$ cat config.mk
export PLATFORM = sky130hd
export DESIGN_NAME = dout_module
export DESIGN_NICKNAME = d
export VERILOG_FILES = /design/src/dout_module.v
export VERILOG_INCLUDE_DIRS = /design/src
export SDC_FILE = /design/constraint.sdc
export NUM_CORES = 1
export LEC_CHECK = 0
export BUFFER_PORTS_ARGS = -buffer_cell sky130_fd_sc_hd__buf_2
export CORE_UTILIZATION = 45
export CTS_CLUSTER_DIAMETER = 50
export CTS_CLUSTER_SIZE = 40
export DETAILED_ROUTE_END_ITERATION = 10
export PLACE_DENSITY = 0.68
export RECOVER_POWER = 25
export SLEW_MARGIN = 20
export SYNTH_ARGS = -nofsm -noshare
export SYNTH_HDL_FRONTEND = slang
export SYNTH_SLANG_ARGS = --single-unit
$ cat constraint.sdc
create_clock -name aclk -period 5.32 [get_ports aclk]
set_input_delay 0.532 -clock aclk [delete_from_list [all_inputs] [get_ports aclk]]
set_output_delay 0.532 -clock aclk [all_outputs]
set_load 0.01 [all_outputs]
$ cat src/dout_consts.vh
// constants for the discrete output module logic
`ifndef DOUT_CONSTS_VH
`define DOUT_CONSTS_VH
// ==========================================
// register byte offsets
`define DOUT_OFF_CTRL 8'h00
`define DOUT_OFF_START 8'h04
`define DOUT_OFF_BUS 8'h08
`define DOUT_OFF_FAULT 8'h0c
`define DOUT_OFF_OUT 8'h10
`define DOUT_OFF_STAT 8'h14
// ==========================================
// control field positions
`define DOUT_CTRL_VAR_LO 0
`define DOUT_CTRL_VAR_HI 1
`define DOUT_CTRL_INV 2
`define DOUT_CTRL_SRC 3
`define DOUT_CTRL_TTL 4
// fault field positions
`define DOUT_FLT_CPU 0
`define DOUT_FLT_CHAIN 1
`define DOUT_FLT_PSU 2
// bus register fields: data 7:0, point address 17:8
`define DOUT_BUS_DATA_HI 7
`define DOUT_BUS_ADDR_LO 8
`define DOUT_BUS_ADDR_HI 17
// ==========================================
// module variants
`define DOUT_VAR_ISO 2'h0
`define DOUT_VAR_DC8 2'h1
`define DOUT_VAR_HD32 2'h2
// ==========================================
// reset values and point counts
`define DOUT_CTRL_RST 5'h00
`define DOUT_START_RST 10'h000
`define DOUT_ISO_POINTS 6
`define DOUT_GRP_POINTS 8
`define DOUT_HD_POINTS 32
// axi responses
`define DOUT_RESP_OKAY 2'h0
`define DOUT_RESP_SLVERR 2'h2
`endif

$ cat src/dout_module.v
// discrete output module logic with axi4-lite register access
`timescale 1ns/1ps
`include "dout_consts.vh"

module dout_module #(
	parameter NPTS = 32,
	parameter AW = 10
) (
	input wire aclk,
	input wire aresetn,
	input wire [7:0] s_axi_awaddr,
	input wire s_axi_awvalid,
	output reg s_axi_awready,
	input wire [31:0] s_axi_wdata,
	input wire [3:0] s_axi_wstrb,
	input wire s_axi_wvalid,
	output reg s_axi_wready,
	output reg [1:0] s_axi_bresp,
	output reg s_axi_bvalid,
	input wire s_axi_bready,
	input wire [7:0] s_axi_araddr,
	input wire s_axi_arvalid,
	output reg s_axi_arready,
	output reg [31:0] s_axi_rdata,
	output reg [1:0] s_axi_rresp,
	output reg s_axi_rvalid,
	input wire s_axi_rready,
	input wire [AW-1:0] io_addr,
	input wire [7:0] io_data,
	input wire io_strobe,
	input wire cpu_fail,
	input wire chain_fail,
	input wire psu_fail,
	input wire [1:0] variant_sel,
	input wire polarity_select_jumper,
	input wire [NPTS-1:0] fuse_open,
	output reg [NPTS-1:0] out_drive,
	output reg [NPTS-1:0] out_level,
	output reg [NPTS-1:0] out_on_indicator,
	output reg [NPTS-1:0] fuse_blown_indicator,
	output reg invert_indicator
);

	// ==========================================
	// software registers
	reg [4:0] ctrl_reg;
	reg [AW-1:0] start_reg;
	reg [2:0] fault_reg;
	reg [NPTS-1:0] latch_reg;
	reg [2:0] flt_seen_reg;
	reg [AW-1:0] sw_addr_reg;
	reg [7:0] sw_data_reg;
	reg sw_stb_reg;
	reg have_aw_reg;
	reg have_w_reg;
	reg [7:0] aw_reg;
	reg [31:0] wd_reg;
	reg [3:0] ws_reg;
	reg [NPTS-1:0] latch_next;

	wire [1:0] var_w;
	wire inv_mode;
	wire force_off;
	wire stb;
	wire [AW-1:0] addr;
	wire [7:0] data;
	wire [AW-1:0] offs;
	wire [AW-1:0] span;
	wire hit;
	wire [7:0] data_x;
	wire [1:0] grp;
	wire [2:0] bit_ix;
	wire do_write;
	wire [NPTS-1:0] on_w;

	// ==========================================
	// window sizes held at address width so the compare never pads
	localparam [AW-1:0] ISO_SPAN = `DOUT_ISO_POINTS;
	localparam [AW-1:0] DC8_SPAN = `DOUT_GRP_POINTS;
	localparam [AW-1:0] HD_SPAN = `DOUT_HD_POINTS;

	// hardware straps or software override of the variant
	// ored, so software can only add bits to what the strap sets
	assign var_w = ctrl_reg[`DOUT_CTRL_VAR_HI:`DOUT_CTRL_VAR_LO] | variant_sel;
	// hd only: jumper a-b (low) means inverting; software bit can also force it
	assign inv_mode = (~polarity_select_jumper | ctrl_reg[`DOUT_CTRL_INV]) &&
		(var_w == `DOUT_VAR_HD32);
	// iso ignores psu fail, dc8/hd honour all three
	// kept combinational so a failure blanks the pins on the next edge
	assign force_off = cpu_fail | chain_fail | fault_reg[`DOUT_FLT_CPU] |
		fault_reg[`DOUT_FLT_CHAIN] |
		((var_w != `DOUT_VAR_ISO) & (psu_fail | fault_reg[`DOUT_FLT_PSU]));

	// ==========================================
	// point decode, backplane strobe has priority over software
	assign stb = io_strobe | sw_stb_reg;
	assign addr = io_strobe ? io_addr : sw_addr_reg;
	assign data = io_strobe ? io_data : sw_data_reg;
	assign offs = addr - start_reg;
	assign span = (var_w == `DOUT_VAR_ISO) ? ISO_SPAN :
		(var_w == `DOUT_VAR_DC8) ? DC8_SPAN : HD_SPAN;
	assign hit = stb && (addr >= start_reg) && (offs < span);
	assign grp = offs[4:3];
	assign bit_ix = offs[2:0];
	assign data_x = inv_mode ? ~data : data;

	// latch update: hd writes a whole group per cycle, others one point
	// unused upper points are masked so a variant change leaves none lit
	always @* begin
		latch_next = latch_reg;
		if (force_off) begin
			latch_next = {NPTS{1'b0}};
		end else if (hit) begin
			if (var_w == `DOUT_VAR_HD32) begin
				latch_next[grp*8 +: 8] = data_x;
			end else begin
				latch_next[bit_ix] = data_x[0];
			end
		end
		if (var_w == `DOUT_VAR_ISO) begin
			latch_next[NPTS-1:`DOUT_ISO_POINTS] = {(NPTS-`DOUT_ISO_POINTS){1'b0}};
		end else if (var_w == `DOUT_VAR_DC8) begin
			latch_next[NPTS-1:`DOUT_GRP_POINTS] = {(NPTS-`DOUT_GRP_POINTS){1'b0}};
		end
	end

	// outputs held until readdressed or failed
	always @(posedge aclk) begin
		if (!aresetn) begin
			latch_reg <= {NPTS{1'b0}};
		end else begin
			latch_reg <= latch_next;
		end
	end

	assign on_w = force_off ? {NPTS{1'b0}} : latch_reg;

	// ==========================================
	// pin stage, per point
	// level and indicators share one register stage with the drive bit
	genvar gi;
	generate
		for (gi = 0; gi < NPTS; gi = gi + 1) begin : g_pt
			always @(posedge aclk) begin
				if (!aresetn) begin
					out_drive[gi] <= 1'b0;
					out_level[gi] <= 1'b0;
					out_on_indicator[gi] <= 1'b0;
					fuse_blown_indicator[gi] <= 1'b0;
				end else begin
					out_drive[gi] <= on_w[gi];
					// sink and ttl pull low when on, source pulls high
					out_level[gi] <= on_w[gi] & ctrl_reg[`DOUT_CTRL_SRC] &
						~ctrl_reg[`DOUT_CTRL_TTL];
					out_on_indicator[gi] <= on_w[gi];
					fuse_blown_indicator[gi] <= fuse_open[gi];
				end
			end
		end
	endgenerate

	// indicator follows the mode one edge later, like the pin stage
	always @(posedge aclk) begin
		if (!aresetn) begin
			invert_indicator <= 1'b0;
		end else begin
			invert_indicator <= inv_mode;
		end
	end

	// ==========================================
	// axi4-lite write: address and data in any order
	// one write in flight: both readies stay low until the response is taken
	assign do_write = have_aw_reg && have_w_reg && !s_axi_bvalid;

	always @(posedge aclk) begin
		if (!aresetn) begin
			s_axi_awready <= 1'b1;
			s_axi_wready <= 1'b1;
			s_axi_bvalid <= 1'b0;
			s_axi_bresp <= `DOUT_RESP_OKAY;
			have_aw_reg <= 1'b0;
			have_w_reg <= 1'b0;
			aw_reg <= 8'h00;
			wd_reg <= 32'h0000_0000;
			ws_reg <= 4'h0;
			ctrl_reg <= `DOUT_CTRL_RST;
			start_reg <= `DOUT_START_RST;
			fault_reg <= 3'h0;
			sw_stb_reg <= 1'b0;
			sw_addr_reg <= {AW{1'b0}};
			sw_data_reg <= 8'h00;
		end else begin
			sw_stb_reg <= 1'b0;
			if (s_axi_awvalid && s_axi_awready) begin
				aw_reg <= s_axi_awaddr;
				have_aw_reg <= 1'b1;
				s_axi_awready <= 1'b0;
			end
			if (s_axi_wvalid && s_axi_wready) begin
				wd_reg <= s_axi_wdata;
				ws_reg <= s_axi_wstrb;
				have_w_reg <= 1'b1;
				s_axi_wready <= 1'b0;
			end
			if (do_write) begin
				have_aw_reg <= 1'b0;
				have_w_reg <= 1'b0;
				s_axi_bvalid <= 1'b1;
				s_axi_bresp <= `DOUT_RESP_OKAY;
				// decode on the word index; every offset is word aligned
				if (aw_reg[7:2] == `DOUT_OFF_CTRL >> 2) begin
					if (ws_reg[0]) ctrl_reg <= wd_reg[4:0];
				end else if (aw_reg[7:2] == `DOUT_OFF_START >> 2) begin
					if (ws_reg[0]) start_reg[7:0] <= wd_reg[7:0];
					if (ws_reg[1]) start_reg[AW-1:8] <= wd_reg[AW-1:8];
				end else if (aw_reg[7:2] == `DOUT_OFF_BUS >> 2) begin
					sw_data_reg <= wd_reg[`DOUT_BUS_DATA_HI:0];
					sw_addr_reg <= wd_reg[`DOUT_BUS_ADDR_HI:`DOUT_BUS_ADDR_LO];
					sw_stb_reg <= 1'b1;
				end else if (aw_reg[7:2] == `DOUT_OFF_FAULT >> 2) begin
					if (ws_reg[0]) fault_reg <= wd_reg[2:0];
				end else if (aw_reg[7:2] == `DOUT_OFF_OUT >> 2) begin
					s_axi_bresp <= `DOUT_RESP_OKAY; // read-only, write ignored
				end else if (aw_reg[7:2] == `DOUT_OFF_STAT >> 2) begin
					s_axi_bresp <= `DOUT_RESP_OKAY;
				end else begin
					s_axi_bresp <= `DOUT_RESP_SLVERR;
				end
			end
			if (s_axi_bvalid && s_axi_bready) begin
				s_axi_bvalid <= 1'b0;
				s_axi_awready <= 1'b1;
				s_axi_wready <= 1'b1;
			end
		end
	end

	// sticky record of failures seen; hardware set beats software clear
	// cleared on the address handshake, while the old value is answered
	always @(posedge aclk) begin
		if (!aresetn) begin
			flt_seen_reg <= 3'h0;
		end else begin
			flt_seen_reg <= (flt_seen_reg &
				~((s_axi_arvalid && s_axi_arready &&
				s_axi_araddr[7:2] == `DOUT_OFF_STAT >> 2) ? 3'h7 : 3'h0)) |
				{psu_fail, chain_fail, cpu_fail};
		end
	end

	// ==========================================
	// axi4-lite read, answer one cycle after address
	// rdata cleared first so unused bits of every register read as zero
	always @(posedge aclk) begin
		if (!aresetn) begin
			s_axi_arready <= 1'b1;
			s_axi_rvalid <= 1'b0;
			s_axi_rdata <= 32'h0000_0000;
			s_axi_rresp <= `DOUT_RESP_OKAY;
		end else begin
			if (s_axi_arvalid && s_axi_arready) begin
				s_axi_arready <= 1'b0;
				s_axi_rvalid <= 1'b1;
				s_axi_rresp <= `DOUT_RESP_OKAY;
				s_axi_rdata <= 32'h0000_0000;
				if (s_axi_araddr[7:2] == `DOUT_OFF_CTRL >> 2) begin
					s_axi_rdata[4:0] <= ctrl_reg;
				end else if (s_axi_araddr[7:2] == `DOUT_OFF_START >> 2) begin
					s_axi_rdata[AW-1:0] <= start_reg;
				end else if (s_axi_araddr[7:2] == `DOUT_OFF_BUS >> 2) begin
					s_axi_rdata[`DOUT_BUS_ADDR_HI:0] <= {sw_addr_reg, sw_data_reg};
				end else if (s_axi_araddr[7:2] == `DOUT_OFF_FAULT >> 2) begin
					s_axi_rdata[2:0] <= fault_reg;
				end else if (s_axi_araddr[7:2] == `DOUT_OFF_OUT >> 2) begin
					s_axi_rdata[NPTS-1:0] <= on_w;
				end else if (s_axi_araddr[7:2] == `DOUT_OFF_STAT >> 2) begin
					s_axi_rdata[7:0] <= {1'b0, var_w, inv_mode, force_off, flt_seen_reg};
				end else begin
					s_axi_rresp <= `DOUT_RESP_SLVERR;
				end
			end
			if (s_axi_rvalid && s_axi_rready) begin
				s_axi_rvalid <= 1'b0;
				s_axi_arready <= 1'b1;
			end
		end
	end

endmodule // dout_module

==> summary.md, run 1 <==
| Metric | Value |
|---|---|
| Arr. time, crit path | `4.78 ns` |
| Post-CTS setup buffers | `0` |
| CORE AREA | `20490 um^2` |
| Area of the multi-input gates | `4193 um^2` |
| Status | `finished, violations left` |
| Sequential power share | `0.469` |
| Number of global-route vias before repair | `7335` |
| Failing checks | `max-capacitance violations, max-slew violations` |
| PortBufs | `263` |
| Pwr dens | `335.9 nW/um^2` |
| Global-route usage over all layers | `0.2297` |
| Slew @ Worst Pin | `1.553 ns` |
| WL/cell | `16.41 um` |
| Layout cells sized above 1 | `0.2193` |
| P&R area growth vs syn | `21.19%` |
| Max cap viols | `1` |
| Fin cells | `1556` |
| Syn_area_per_cell | `9.049 um^2` |
| Setup slack, reg-to-reg | `0.98 ns` |
| Fin. max-slew vios | `46` |
| Startpoint class of the critical path | `primary input` |
| Critical path type | `in2reg` |
| Critical Path End Type | `flip-flop` |
| Clock H-tree levels | `1` |
| 1st-iter DRT viols | `446` |
| PostCTS Resize Cnt | `0` |
| Post-route setup slack | `0.9438 ns` |
| Register Area | `4725 um^2` |
| P_int | `2.889 mW` |
| Vias/cell | `5.142` |
| Hold Path Class | `in2reg` |
| Initial Utilization | `0.4658` |
| Main synth FF type | `dfxtp_1` |
| Die area | `21800 um^2` |
| Reg2Reg Depth | `17` |
| Total wire length | `25530 um` |
| CP startpoint | `io_strobe` |
| Net Sw Frac | `0.2567` |
| IO Count | `286` |
| Routability-driven placement congestion ratio | `0.8846` |
| Setup TNS | `0 ns` |
| Minimum setup slack after placement | `0.4061 ns` |
| Clock Tree Buf Depth | `3` |
| Ys Warns | `0` |
| Grt ovf | `0` |
| Die H | `147.7 um` |
| CTS Root Cell | `clkbuf_16` |
| Comb power frac | `0.078` |
| Switching power | `0.9977 mW` |
| Residual DRC count | `0` |
| Worst-path clk slew | `0.07 ns` |
| Clock Power Share | `0.453` |
| CP endpoint | `latch_reg[19]$_SDFFE_PP0P_` |
| Min Hold Slack | `0.2126 ns` |
| Inst Count DP | `1512` |
| Final Hold Vio Count | `0` |
| # setup viols final | `0` |
| Sink Count | `236` |
| Max FO, Critical Path | `13` |
| Die width | `147.7 um` |
| F_max | `0.2285 GHz` |
| Layout fillers | `1965` |
| CTS buffer count | `24` |
| RSZ-0062 raised after global routing | `false` |
| Hold_buf cts | `0` |
| Fin crit period | `4.376 ns` |
| Worst R2R End | `latch_reg[19]$_SDFFE_PP0P_` |
| Tcrit/Tclk final | `0.8226` |
| TritonRoute pass-1 iters | `5` |
| Clock skew after layout | `0.02029 ns` |
| Synth Instances | `1055` |
| Ys async rst share | `0` |
| Initial antenna violation count | `0` |
| Largest net degree at the start of global routing | `78` |
| VDD IR-drop max | `0.1833 mV` |
| Rel. slew slack | `-0.03540` |
| Routed Antenna Nets | `0` |
| First-pass GRT wire length | `39500 um` |
| Cell Area, Synth | `9547 um^2` |
| Worst-skew pair later-pin latency | `0.53 ns` |
| Worst path required time | `5.73 ns` |
| Vias after detailed routing | `8001` |
| Site Rows | `52` |
| Register area share after synthesis | `0.4949` |
| Synth cell types | `71` |
| TritonCTS clock tree | `yes` |
| FF-to-FF Start | `sw_addr_reg[1]$_SDFFE_PN0P_` |
| EDFF count, synth | `0` |
| Final Net Count | `1403` |
| Post-synthesis register bit count | `236` |
| Hpwl dp | `19270 um` |
| P_leak | `5.174 nW` |
| Antenna diodes | `0` |
| Core Util, Final | `0.5645` |
==> worst max-delay path, stage by stage <==
cell	delay, ns
buf_2	0.31
mux2i_1	0.37
inv_1	0.10
ha_1	0.30
nor2b_4	0.13
o31ai_1	0.44
nand2b_1	0.12
a21o_1	0.20
xor2_1	0.14
ha_1	0.35
o2bb2ai_1	0.14
a211o_2	0.30
nor4_1	0.24
nand4_1	0.14
nor3_2	0.18
buf_4	0.22
nand4_2	0.34
mux2i_1	0.22
==> synthesized netlist by cell type, types with 12 or more instances <==
library cell,instances,share of area
dfxtp_1,236,0.49
nand2_1,170,0.067
a21oi_1,98,0.051
and2_1,83,0.054
nor2_1,76,0.030
mux2i_1,54,0.057
clkbuf_1,42,0.017
inv_1,38,0.015
buf_4,36,0.028
nand3_1,21,0.011
ha_1,18,0.024
o21ai_0,15,0.0079
a211oi_1,12,0.0094
a22oi_1,12,0.0094
==> area by class of cell <==
class | count | area share
Clock buffer | 24 | 0.05191
Clock inverter | 20 | 0.02195
Inverter | 39 | 0.01265
Multi-Input combinational cell | 693 | 0.3624
Sequential cell | 236 | 0.4084
Tap cell | 270 | 0.02920
Timing Repair Buffer | 274 | 0.1136
==> per-layer routing <==
layer,GRT usage,up-vias,share of wire
met5,0,-,0
met4,0.08711,0,0.031
met3,0.03117,50,0.062
met2,0.3715,311,0.47
met1,0.3118,3677,0.44
li1,-,3963,-
==> how the worst min path moves through the flow <==
stage	from	end	slack, ns	cells past startpoint
6_report	fuse_open[4]	fuse_blown_indicator[4]$_SDFF_PN0_	0.21	2
3_3_place_gp	s_axi_rdata[31]$_SDFFE_PN0P_	s_axi_rdata[31]$_SDFFE_PN0P_	0.44	2
2_1_floorplan	aw_reg[7]$_SDFFE_PN0P_	aw_reg[7]$_SDFFE_PN0P_	0.43	2
5_1_grt	fuse_open[26]	fuse_blown_indicator[26]$_SDFF_PN0_	0.20	2
3_5_place_dp	wd_reg[14]$_SDFFE_PN0P_	sw_addr_reg[6]$_SDFFE_PN0P_	0.45	2
4_1_cts	fuse_open[4]	fuse_blown_indicator[4]$_SDFF_PN0_	0.20	2
==> power groups by stage <==
stage	Combinational, mW	Clock [mW]	Sequential, mW
after CTS	0.307	1.80	1.82
final	0.303	1.76	1.82
after detailed placement	0.306	0	1.86
after global routing	0.335	1.87	1.83
after floorplan	0.192	0	1.87
after global placement	0.302	0	1.86
==> kinds of logic after synthesis <==
group / synth area share
AO/OA/AOI/OAI: 0.1338
XOR/XNOR: 0.01101
adder cells (fa/ha/maj): 0.02569
buffers and inverters: 0.06632
flip-flops: 0.4949
multiplexers: 0.06724
other: 0.0003928
AND/OR/NAND/NOR: 0.2007
==> metrics by stage <==
stage          area [um^2]  total power [mW]
2_1_floorplan         9550             2.059
3_3_place_gp         10800             2.164
3_5_place_dp         10800             2.168
4_1_cts              11650             3.924
5_1_grt              11570             4.028
6_report             11570             3.887
==> cells in the final DEF (no fill, tap or decap), types with 15 or more instances in the layout <==
master	n
dfxtp_1	236
ha_1	18
and2_0	16
buf_2	195
nor2_1	76
nand3_1	21
nand2_1	170
clkbuf_16	24
inv_1	38
and2_1	67
mux2i_1	54
o21ai_0	15
a21oi_1	98
clkbuf_1	68
Note: power is estimated with default switching activity, not from simulation.
==> run 2, diff against run 1 <==
--- a/config.mk
+++ b/config.mk
@@ -6,6 +6,7 @@
 export SDC_FILE = /design/constraint.sdc
 export NUM_CORES = 1
 export LEC_CHECK = 0
+export ABC_AREA = 1
 export BUFFER_PORTS_ARGS = -buffer_cell sky130_fd_sc_hd__buf_2
 export CORE_UTILIZATION = 45
 export CTS_CLUSTER_DIAMETER = 50
==> constraint.sdc (replaced) <==
create_clock -name aclk -period 4.19 [get_ports aclk]
set_input_delay 0.419 -clock aclk [delete_from_list [all_inputs] [get_ports aclk]]
set_output_delay 0.419 -clock aclk [all_outputs]
set_load 0.01 [all_outputs]
==> summary.md, run 2 <==
| Metric | Value |
|---|---|
| Critical-path top delay cell | `ha_1` |
| Most common cell after layout, fill and taps aside | `nand2_1` |
| CP Cell Sequence | `o21ai_0 -> inv_1 -> ha_1 -> nand3_1 -> nand3_1 -> xor2_1 -> inv_1 -> ha_1 -> clkinv_1 -> nor3_4 -> inv_2 -> nand2_1 -> nand2_1 -> nand3_1 -> nand2_1 -> nor2_1` |
| Die H | `150.0 um (+1.6%)` |
| Met2 Usage GRT | `0.3722 (+0.0007600)` |
| Pwr dens | `410.1 nW/um^2 (+22%)` |
| P&R area growth vs syn | `19.27%` |
| Hpwl dp | `19790 um (+2.7%)` |
| Main synth FF type | `dfxtp_1` |
| Setup TNS | `0 ns (unchanged)` |
| PostCTS Resize Cnt | `0 (unchanged)` |
| Net Sw Frac | `0.2793 (+0.02261)` |
| Hold Path Class | `in2reg` |
| Initial Utilization | `0.4633 (-0.002519)` |
| CTS Root Cell | `clkbuf_16` |
| P_leak | `5.746 nW (+11%)` |
| CTS buffer count | `21 (-13%)` |
| First-pass GRT wire length | `40050 um (+1.4%)` |
| M3 GR Usage | `0.04238 (+0.01121)` |
| Ys Warns | `0 (unchanged)` |
| Synth top area cells | `dfxtp_1, nand2_1, nor2_1` |
| Worst path required time | `4.64 ns (-1.09 ns)` |
| Clock H-tree levels | `1 (unchanged)` |
| Arr. time, crit path | `3.79 ns (-0.99 ns)` |
| CORE AREA | `21290 um^2 (+3.9%)` |
| EDFF count, synth | `0 (unchanged)` |
| Die area | `22510 um^2 (+3.3%)` |
| Final Hold Vio Count | `0 (unchanged)` |
| Top cells by count, synth | `nand2_1, dfxtp_1, nor2_1` |
| GR Util met1 | `0.2981 (-0.01367)` |
| Slew @ Worst Pin | `1.088 ns (-0.4654 ns)` |
| TritonRoute pass-1 iters | `8 (+3)` |
| Initial antenna violation count | `2 (+2)` |
| Clock skew after layout | `0.01455 ns (-0.005735 ns)` |
| Final Net Count | `1652 (+18%)` |
| Global-route usage over all layers | `0.2284 (-0.001319)` |
| Number of global-route vias before repair | `7806 (+6.4%)` |
| Post-CTS setup buffers | `0 (unchanged)` |
| Reg2Reg Depth | `16 (-1)` |
| Syn_area_per_cell | `7.511 um^2 (-17%)` |
| Largest net degree at the start of global routing | `99 (+27%)` |
| Switching power | `1.347 mW (+35%)` |
| Max cap viols | `0 (-1)` |
| Tcrit/Tclk final | `0.7960` |
| Clock Power Share | `0.422 (-0.031)` |
| Layout cells sized above 1 | `0.1939 (-0.02542)` |
| PortBufs | `263 (unchanged)` |
| Post-synthesis register bit count | `236 (unchanged)` |
| Hold path startpoint | `fuse_open[16]` |
| RSZ-0062 raised after global routing | `false` |
| Fin. max-slew vios | `0 (-100%)` |
| Vias after detailed routing | `8847 (+11%)` |
| Most frequent cells in the layout | `nand2_1, dfxtp_1, buf_2` |
| Max FO, Critical Path | `10 (-3)` |
| Synth Instances | `1313 (+24%)` |
| Critical Path End Type | `flip-flop` |
| Most frequent cell after synthesis | `nand2_1` |
| P_int | `3.477 mW (+20%)` |
| Routed Antenna Nets | `0 (unchanged)` |
| Residual DRC count | `0 (unchanged)` |
| Total wire length | `26410 um (+3.4%)` |
| Slowest stage delay, CP | `0.46 ns (+0.02 ns)` |
| Setup slack, reg-to-reg | `0.85 ns (-0.13 ns)` |
| Antenna diodes | `0 (unchanged)` |
| Sequential power share | `0.479 (+0.010)` |
| IO Count | `286 (unchanged)` |
| F_max | `0.2998 GHz` |
| Synth cell types | `44 (-38%)` |
| Rel. slew slack | `0.2749 (+0.3103)` |
| 1st-iter DRT viols | `569 (+28%)` |
| FF-to-FF Start | `sw_addr_reg[1]$_SDFFE_PN0P_` |
| Clock Tree Buf Depth | `3 (unchanged)` |
| Worst-skew pair later-pin latency | `0.51 ns (-0.02 ns)` |
| Share of the synthesized area in the top cell type | `0.4791 (-0.01582)` |
| Cell Area, Synth | `9862 um^2 (+3.3%)` |
| Fin crit period | `3.335 ns` |
| Die width | `150.0 um (+1.6%)` |
| Startpoint class of the critical path | `flip-flop` |
| Worst Hold End | `fuse_blown_indicator[16]$_SDFF_PN0_` |
| Ys async rst share | `0 (unchanged)` |
| TritonCTS clock tree | `yes` |
| CP startpoint | `sw_addr_reg[1]$_SDFFE_PN0P_` |
| Sink Count | `236 (unchanged)` |
| Register area share after synthesis | `0.4791 (-0.01582)` |
| Vias/cell | `4.896 (-4.8%)` |
| Hold depth | `3 (+1)` |
| Total power | `4.824 mW (+24%)` |
| Site Rows | `53 (+1.9%)` |
| Worst R2R End | `latch_reg[0]$_SDFFE_PP0P_` |
| Synth area leader | `dfxtp_1` |
| Comb power frac | `0.099 (+0.021)` |
| WL/cell | `14.62 um (-11%)` |
| VDD IR-drop max | `0.3784 mV (+110%)` |
| Busiest grt layer | `met2` |
| Worst-path clk slew | `0.08 ns (about the same)` |
| Grt ovf | `0 (unchanged)` |
| Routability-driven placement congestion ratio | `0.9102 (+2.9%)` |
| Critical path type | `reg2reg` |
| Hold_buf cts | `0 (unchanged)` |
| # setup viols final | `0 (unchanged)` |
| Status | `complete, no violations` |
-- run 2: worst max path at each step --
| stage | cells past startpoint | endpoint |
|---|---|---|
| 2_1_floorplan | 20 | latch_reg[0]$_SDFFE_PP0P_ |
| 3_3_place_gp | 19 | latch_reg[0]$_SDFFE_PP0P_ |
| 3_5_place_dp | 19 | latch_reg[0]$_SDFFE_PP0P_ |
| 4_1_cts | 16 | latch_reg[0]$_SDFFE_PP0P_ |
| 5_1_grt | 18 | latch_reg[0]$_SDFFE_PP0P_ |
| 6_report | 16 | latch_reg[0]$_SDFFE_PP0P_ |
-- run 2: cell families (layout without fill, tap and decap cells) --
family / Yosys count / after routing / synth area share
flops: 236 / 236 / 0.4791
fa+ha+maj: 19 / 19 / 0.02487
compound gates: 209 / 209 / 0.1182
simple gates: 587 / 587 / 0.2527
buf+inv: 250 / 468 / 0.1142
other cells: 1 / 2 / 0.0003802
xor+xnor: 11 / 11 / 0.01053
-- run 2: layout make-up --
type,instances,area (um^2)
sequential,236,4725
fill,2056,9524
timing repair buffer,269,1311
multi-input combinational,828,4026
clock inverter,16,212.7
tap,275,344.1
inverter,161,604.3
clock buffer,22,539.3
-- run 2: power by group through the flow --
stage	combinational (mW)	sequential, mW	clock [mW]
after CTS	0.477	2.31	2.06
after floorplan	0.315	2.37	0
after global routing	0.534	2.32	2.16
after detailed placement	0.475	2.37	0
final	0.476	2.31	2.04
after global placement	0.468	2.36	0
-- run 2: critical path, delay by kind of cell (launching register included) --
family          cells  cell delay (ns)
compound gates      1             0.31
xor+xnor            1             0.26
fa+ha+maj           2             0.77
buf+inv             4             0.68
flops               1             0.34
simple gates        8             0.90
-- run 2: per-layer routing --
metal	vias to the layer above	wire, um
met5	-	30
met4	4	954
met1	3929	11760
li1	4535	-
met3	61	1711
met2	318	11960
-- run 2: stage by stage --
step / util / cells / worst slack, ns / hold WS (ns) / area, um^2
after floorplan: - / 1314 / 0.3157 / 0.4307 / 9866
final: 0.5526 / 1807 / 0.8546 / 0.08328 / 11760
after detailed placement: 0.5192 / 1769 / 0.4611 / 0.4460 / 11050
after global placement: 0.5191 / 1769 / 0.4959 / 0.4448 / 11050
after global routing: 0.5526 / 1807 / 0.5767 / 0.07085 / 11760
after CTS: 0.5545 / 1807 / 0.8620 / 0.06701 / 11800
==> run 3, diff against run 2 <==
==> constraint.sdc (replaced) <==
create_clock -name aclk -period 3.5 [get_ports aclk]
set_input_delay 0.35 -clock aclk [delete_from_list [all_inputs] [get_ports aclk]]
set_output_delay 0.35 -clock aclk [all_outputs]
set_load 0.01 [all_outputs]
==> summary.md, run 3 (synthesized netlist as in run 2, its figures left out) <==
| Metric | Value |
|---|---|
| Die H | `150.0 um (unchanged)` |
| Setup slack, reg-to-reg | `0.42 ns (-0.43 ns)` |
| Clock Tree Buf Depth | `3 (unchanged)` |
| Most frequent cells in the layout | `nand2_1, dfxtp_1, nor2_1, buf_2, inv_1` |
| Initial Utilization | `0.4633 (unchanged)` |
| Hold depth | `3 (unchanged)` |
| Startpoint class of the critical path | `flip-flop` |
| Max FO, Critical Path | `13 (+3)` |
| Design area | `11810 um^2 (+0.40%)` |
| Placed cell areas | `11110 um^2 (+0.49%)` |
| Worst path required time | `3.89 ns (-0.75 ns)` |
| PostCTS Resize Cnt | `0 (unchanged)` |
| Worst-path clk slew | `0.08 ns (about the same)` |
| Highest routed layer | `met5` |
| Grt ovf | `0 (unchanged)` |
| First-pass GRT wire length | `40030 um (about the same)` |
| Fin crit period | `3.079 ns (-0.2564 ns)` |
| Arr. time, crit path | `3.47 ns (-0.32 ns)` |
| Critical path depth | `16 (unchanged)` |
| TritonRoute pass-1 iters | `5 (-3)` |
| Initial antenna violation count | `2 (unchanged)` |
| F_max | `0.3248 GHz (+8.3%)` |
| Worst Hold End | `fuse_blown_indicator[10]$_SDFF_PN0_` |
| Antenna diodes | `0 (unchanged)` |
| Clock H-tree levels | `1 (unchanged)` |
| Pwr dens | `498.9 nW/um^2 (+22%)` |
| Rel. slew slack | `-0.1560 (-0.4308)` |
| Routed Antenna Nets | `0 (unchanged)` |
| Residual DRC count | `0 (unchanged)` |
| Critical Path End Type | `flip-flop` |
| Fin cells | `1813 (+0.33%)` |
| CTS Root Cell | `clkbuf_16` |
| FF-to-FF Start | `sw_addr_reg[0]$_SDFFE_PN0P_` |
| Most common cell after layout, fill and taps aside | `nand2_1` |
| Tcrit/Tclk final | `0.8797 (+0.08369)` |
| P_leak | `5.730 nW (-0.28%)` |
| Slew @ Worst Pin | `1.734 ns (+0.6462 ns)` |
| RSZ-0062 raised after global routing | `false` |
| Vias/cell | `4.890 (-0.12%)` |
| CTS buffer count | `21 (unchanged)` |
| P&R area growth vs syn | `19.75%` |
| Min Hold Slack | `0.02189 ns (-0.06139 ns)` |
| Fin. max-slew vios | `139 (+139)` |
| 1st-iter DRT viols | `574 (+0.88%)` |
| Critical path type | `reg2reg` |
| Failing checks | `max-capacitance violations, max-slew violations` |
| Hold Path Class | `in2reg` |
| Status | `finished, violations left` |
| TritonCTS clock tree | `yes` |
| Crit path top cell by count | `nand2_1` |
| Critical-path top delay cell | `nand3_1` |
| WL met3 | `1613 um (-5.7%)` |
| Max cap viols | `2 (+2)` |
| Final Hold Vio Count | `0 (unchanged)` |
| PortBufs | `263 (unchanged)` |
| Hold_buf cts | `0 (unchanged)` |
| CP Buf/Inv Count | `3 (-1)` |
| Hpwl dp | `19640 um (-0.76%)` |
| Global-route usage over all layers | `0.2283 (about the same)` |
| M1 wire length | `11890 um (+1.1%)` |
| Final Net Count | `1659 (+0.42%)` |
| Vias after detailed routing | `8866 (+0.21%)` |
| WL/cell | `14.42 um (-1.3%)` |
| Worst R2R End | `latch_reg[21]$_SDFFE_PP0P_` |
| Sink Count | `236 (unchanged)` |
| Die width | `150.0 um (unchanged)` |
| Largest net degree at the start of global routing | `99 (unchanged)` |
| Number of global-route vias before repair | `7725 (-1.0%)` |
| # setup viols final | `0 (unchanged)` |
| Clock skew after layout | `0.01764 ns (+0.003089 ns)` |
| Hold path startpoint | `fuse_open[10]` |
| Routed wl met2 | `11600 um (-3.0%)` |
| Layout cells sized above 1 | `0.1879 (-0.005958)` |
| Reg2Reg Depth | `16 (unchanged)` |
| Post-CTS setup buffers | `0 (unchanged)` |
| Site Rows | `53 (unchanged)` |
| Routability-driven placement congestion ratio | `0.9256 (+1.7%)` |
| Layout fillers | `2084 (+1.4%)` |
| Die area | `22510 um^2 (unchanged)` |
| Inst Count DP | `1776 (+0.40%)` |
| CORE AREA | `21290 um^2 (unchanged)` |
| Setup TNS | `0 ns (unchanged)` |
| VDD IR-drop max | `0.4375 mV (+16%)` |
| CP Cell Sequence | `inv_1 -> nand2_1 -> o21ai_0 -> ha_1 -> fa_1 -> inv_1 -> nand3_1 -> nand2_1 -> nand2_1 -> nand2_1 -> ha_1 -> inv_1 -> nor2_1 -> nand3_1 -> nor2_1 -> nor2_1` |
| Slowest stage delay, CP | `0.46 ns (about the same)` |
| CP delay by family, top | `simple AND/OR/NAND/NOR gates` |
| IO Count | `286 (unchanged)` |
| Worst-skew pair later-pin latency | `0.50 ns (about the same)` |
| Total wire length | `26150 um (-1.0%)` |
run 3: cell count changes in the layout (fill, tap and decap cells not counted), moves of 2 or more:
cell	delta
buf_2	-13
buf_4	+5
inv_16	-2
clkbuf_1	+15
clkinv_8	-3
bufinv_16	+4
run 3: area by class of cell:
type / count / area [um^2] / area share
inverter: 161 / 605.6 / 0.05128
clock inverter: 15 / 239.0 / 0.02024
multi-input combinational: 828 / 4026 / 0.3409
tap: 275 / 344.1 / 0.02913
timing repair buffer: 276 / 1341 / 0.1136
clock buffer: 22 / 529.3 / 0.04481
sequential: 236 / 4725 / 0.4000
run 3: worst max path at each step:
stage / startpoint / to / slack, ns
finish: sw_addr_reg[0]$_SDFFE_PN0P_ / latch_reg[21]$_SDFFE_PP0P_ / 0.42
global placement: io_strobe / latch_reg[19]$_SDFFE_PP0P_ / 0.11
floorplan: io_strobe / latch_reg[0]$_SDFFE_PP0P_ / 0.05
global route: sw_addr_reg[1]$_SDFFE_PN0P_ / latch_reg[0]$_SDFFE_PP0P_ / 0.18
detailed placement: io_strobe / latch_reg[21]$_SDFFE_PP0P_ / 0.04
CTS: sw_addr_reg[1]$_SDFFE_PN0P_ / latch_reg[21]$_SDFFE_PP0P_ / 0.44
run 3: per-layer routing:
metal  track usage  vias to the layer above
met3       0.03841                       57
met2        0.3579                      316
met4       0.09697                        4
met1        0.3088                     3939
li1              -                     4550
met5             0                        -
run 3: power by group:
group / switching, mW / internal (mW)
logic: 0.388 / 0.193
registers: 0.0255 / 2.74
clock network: 1.09 / 1.45
total: 1.50 / 4.39
run 3: worst min-delay path: stages:
cell,delay (ns)
buf_2,0.07
nand2_1,0.04
inv_1,0.04
run 3: through the flow:
step	util	setup slack, ns	total power [mW]
CTS	0.5578	0.4357	5.937
floorplan	-	0.04964	3.220
global route	0.5548	0.1841	6.133
finish	0.5548	0.4210	5.892
global placement	0.5216	0.1137	3.402
detailed placement	0.5217	0.04093	3.410
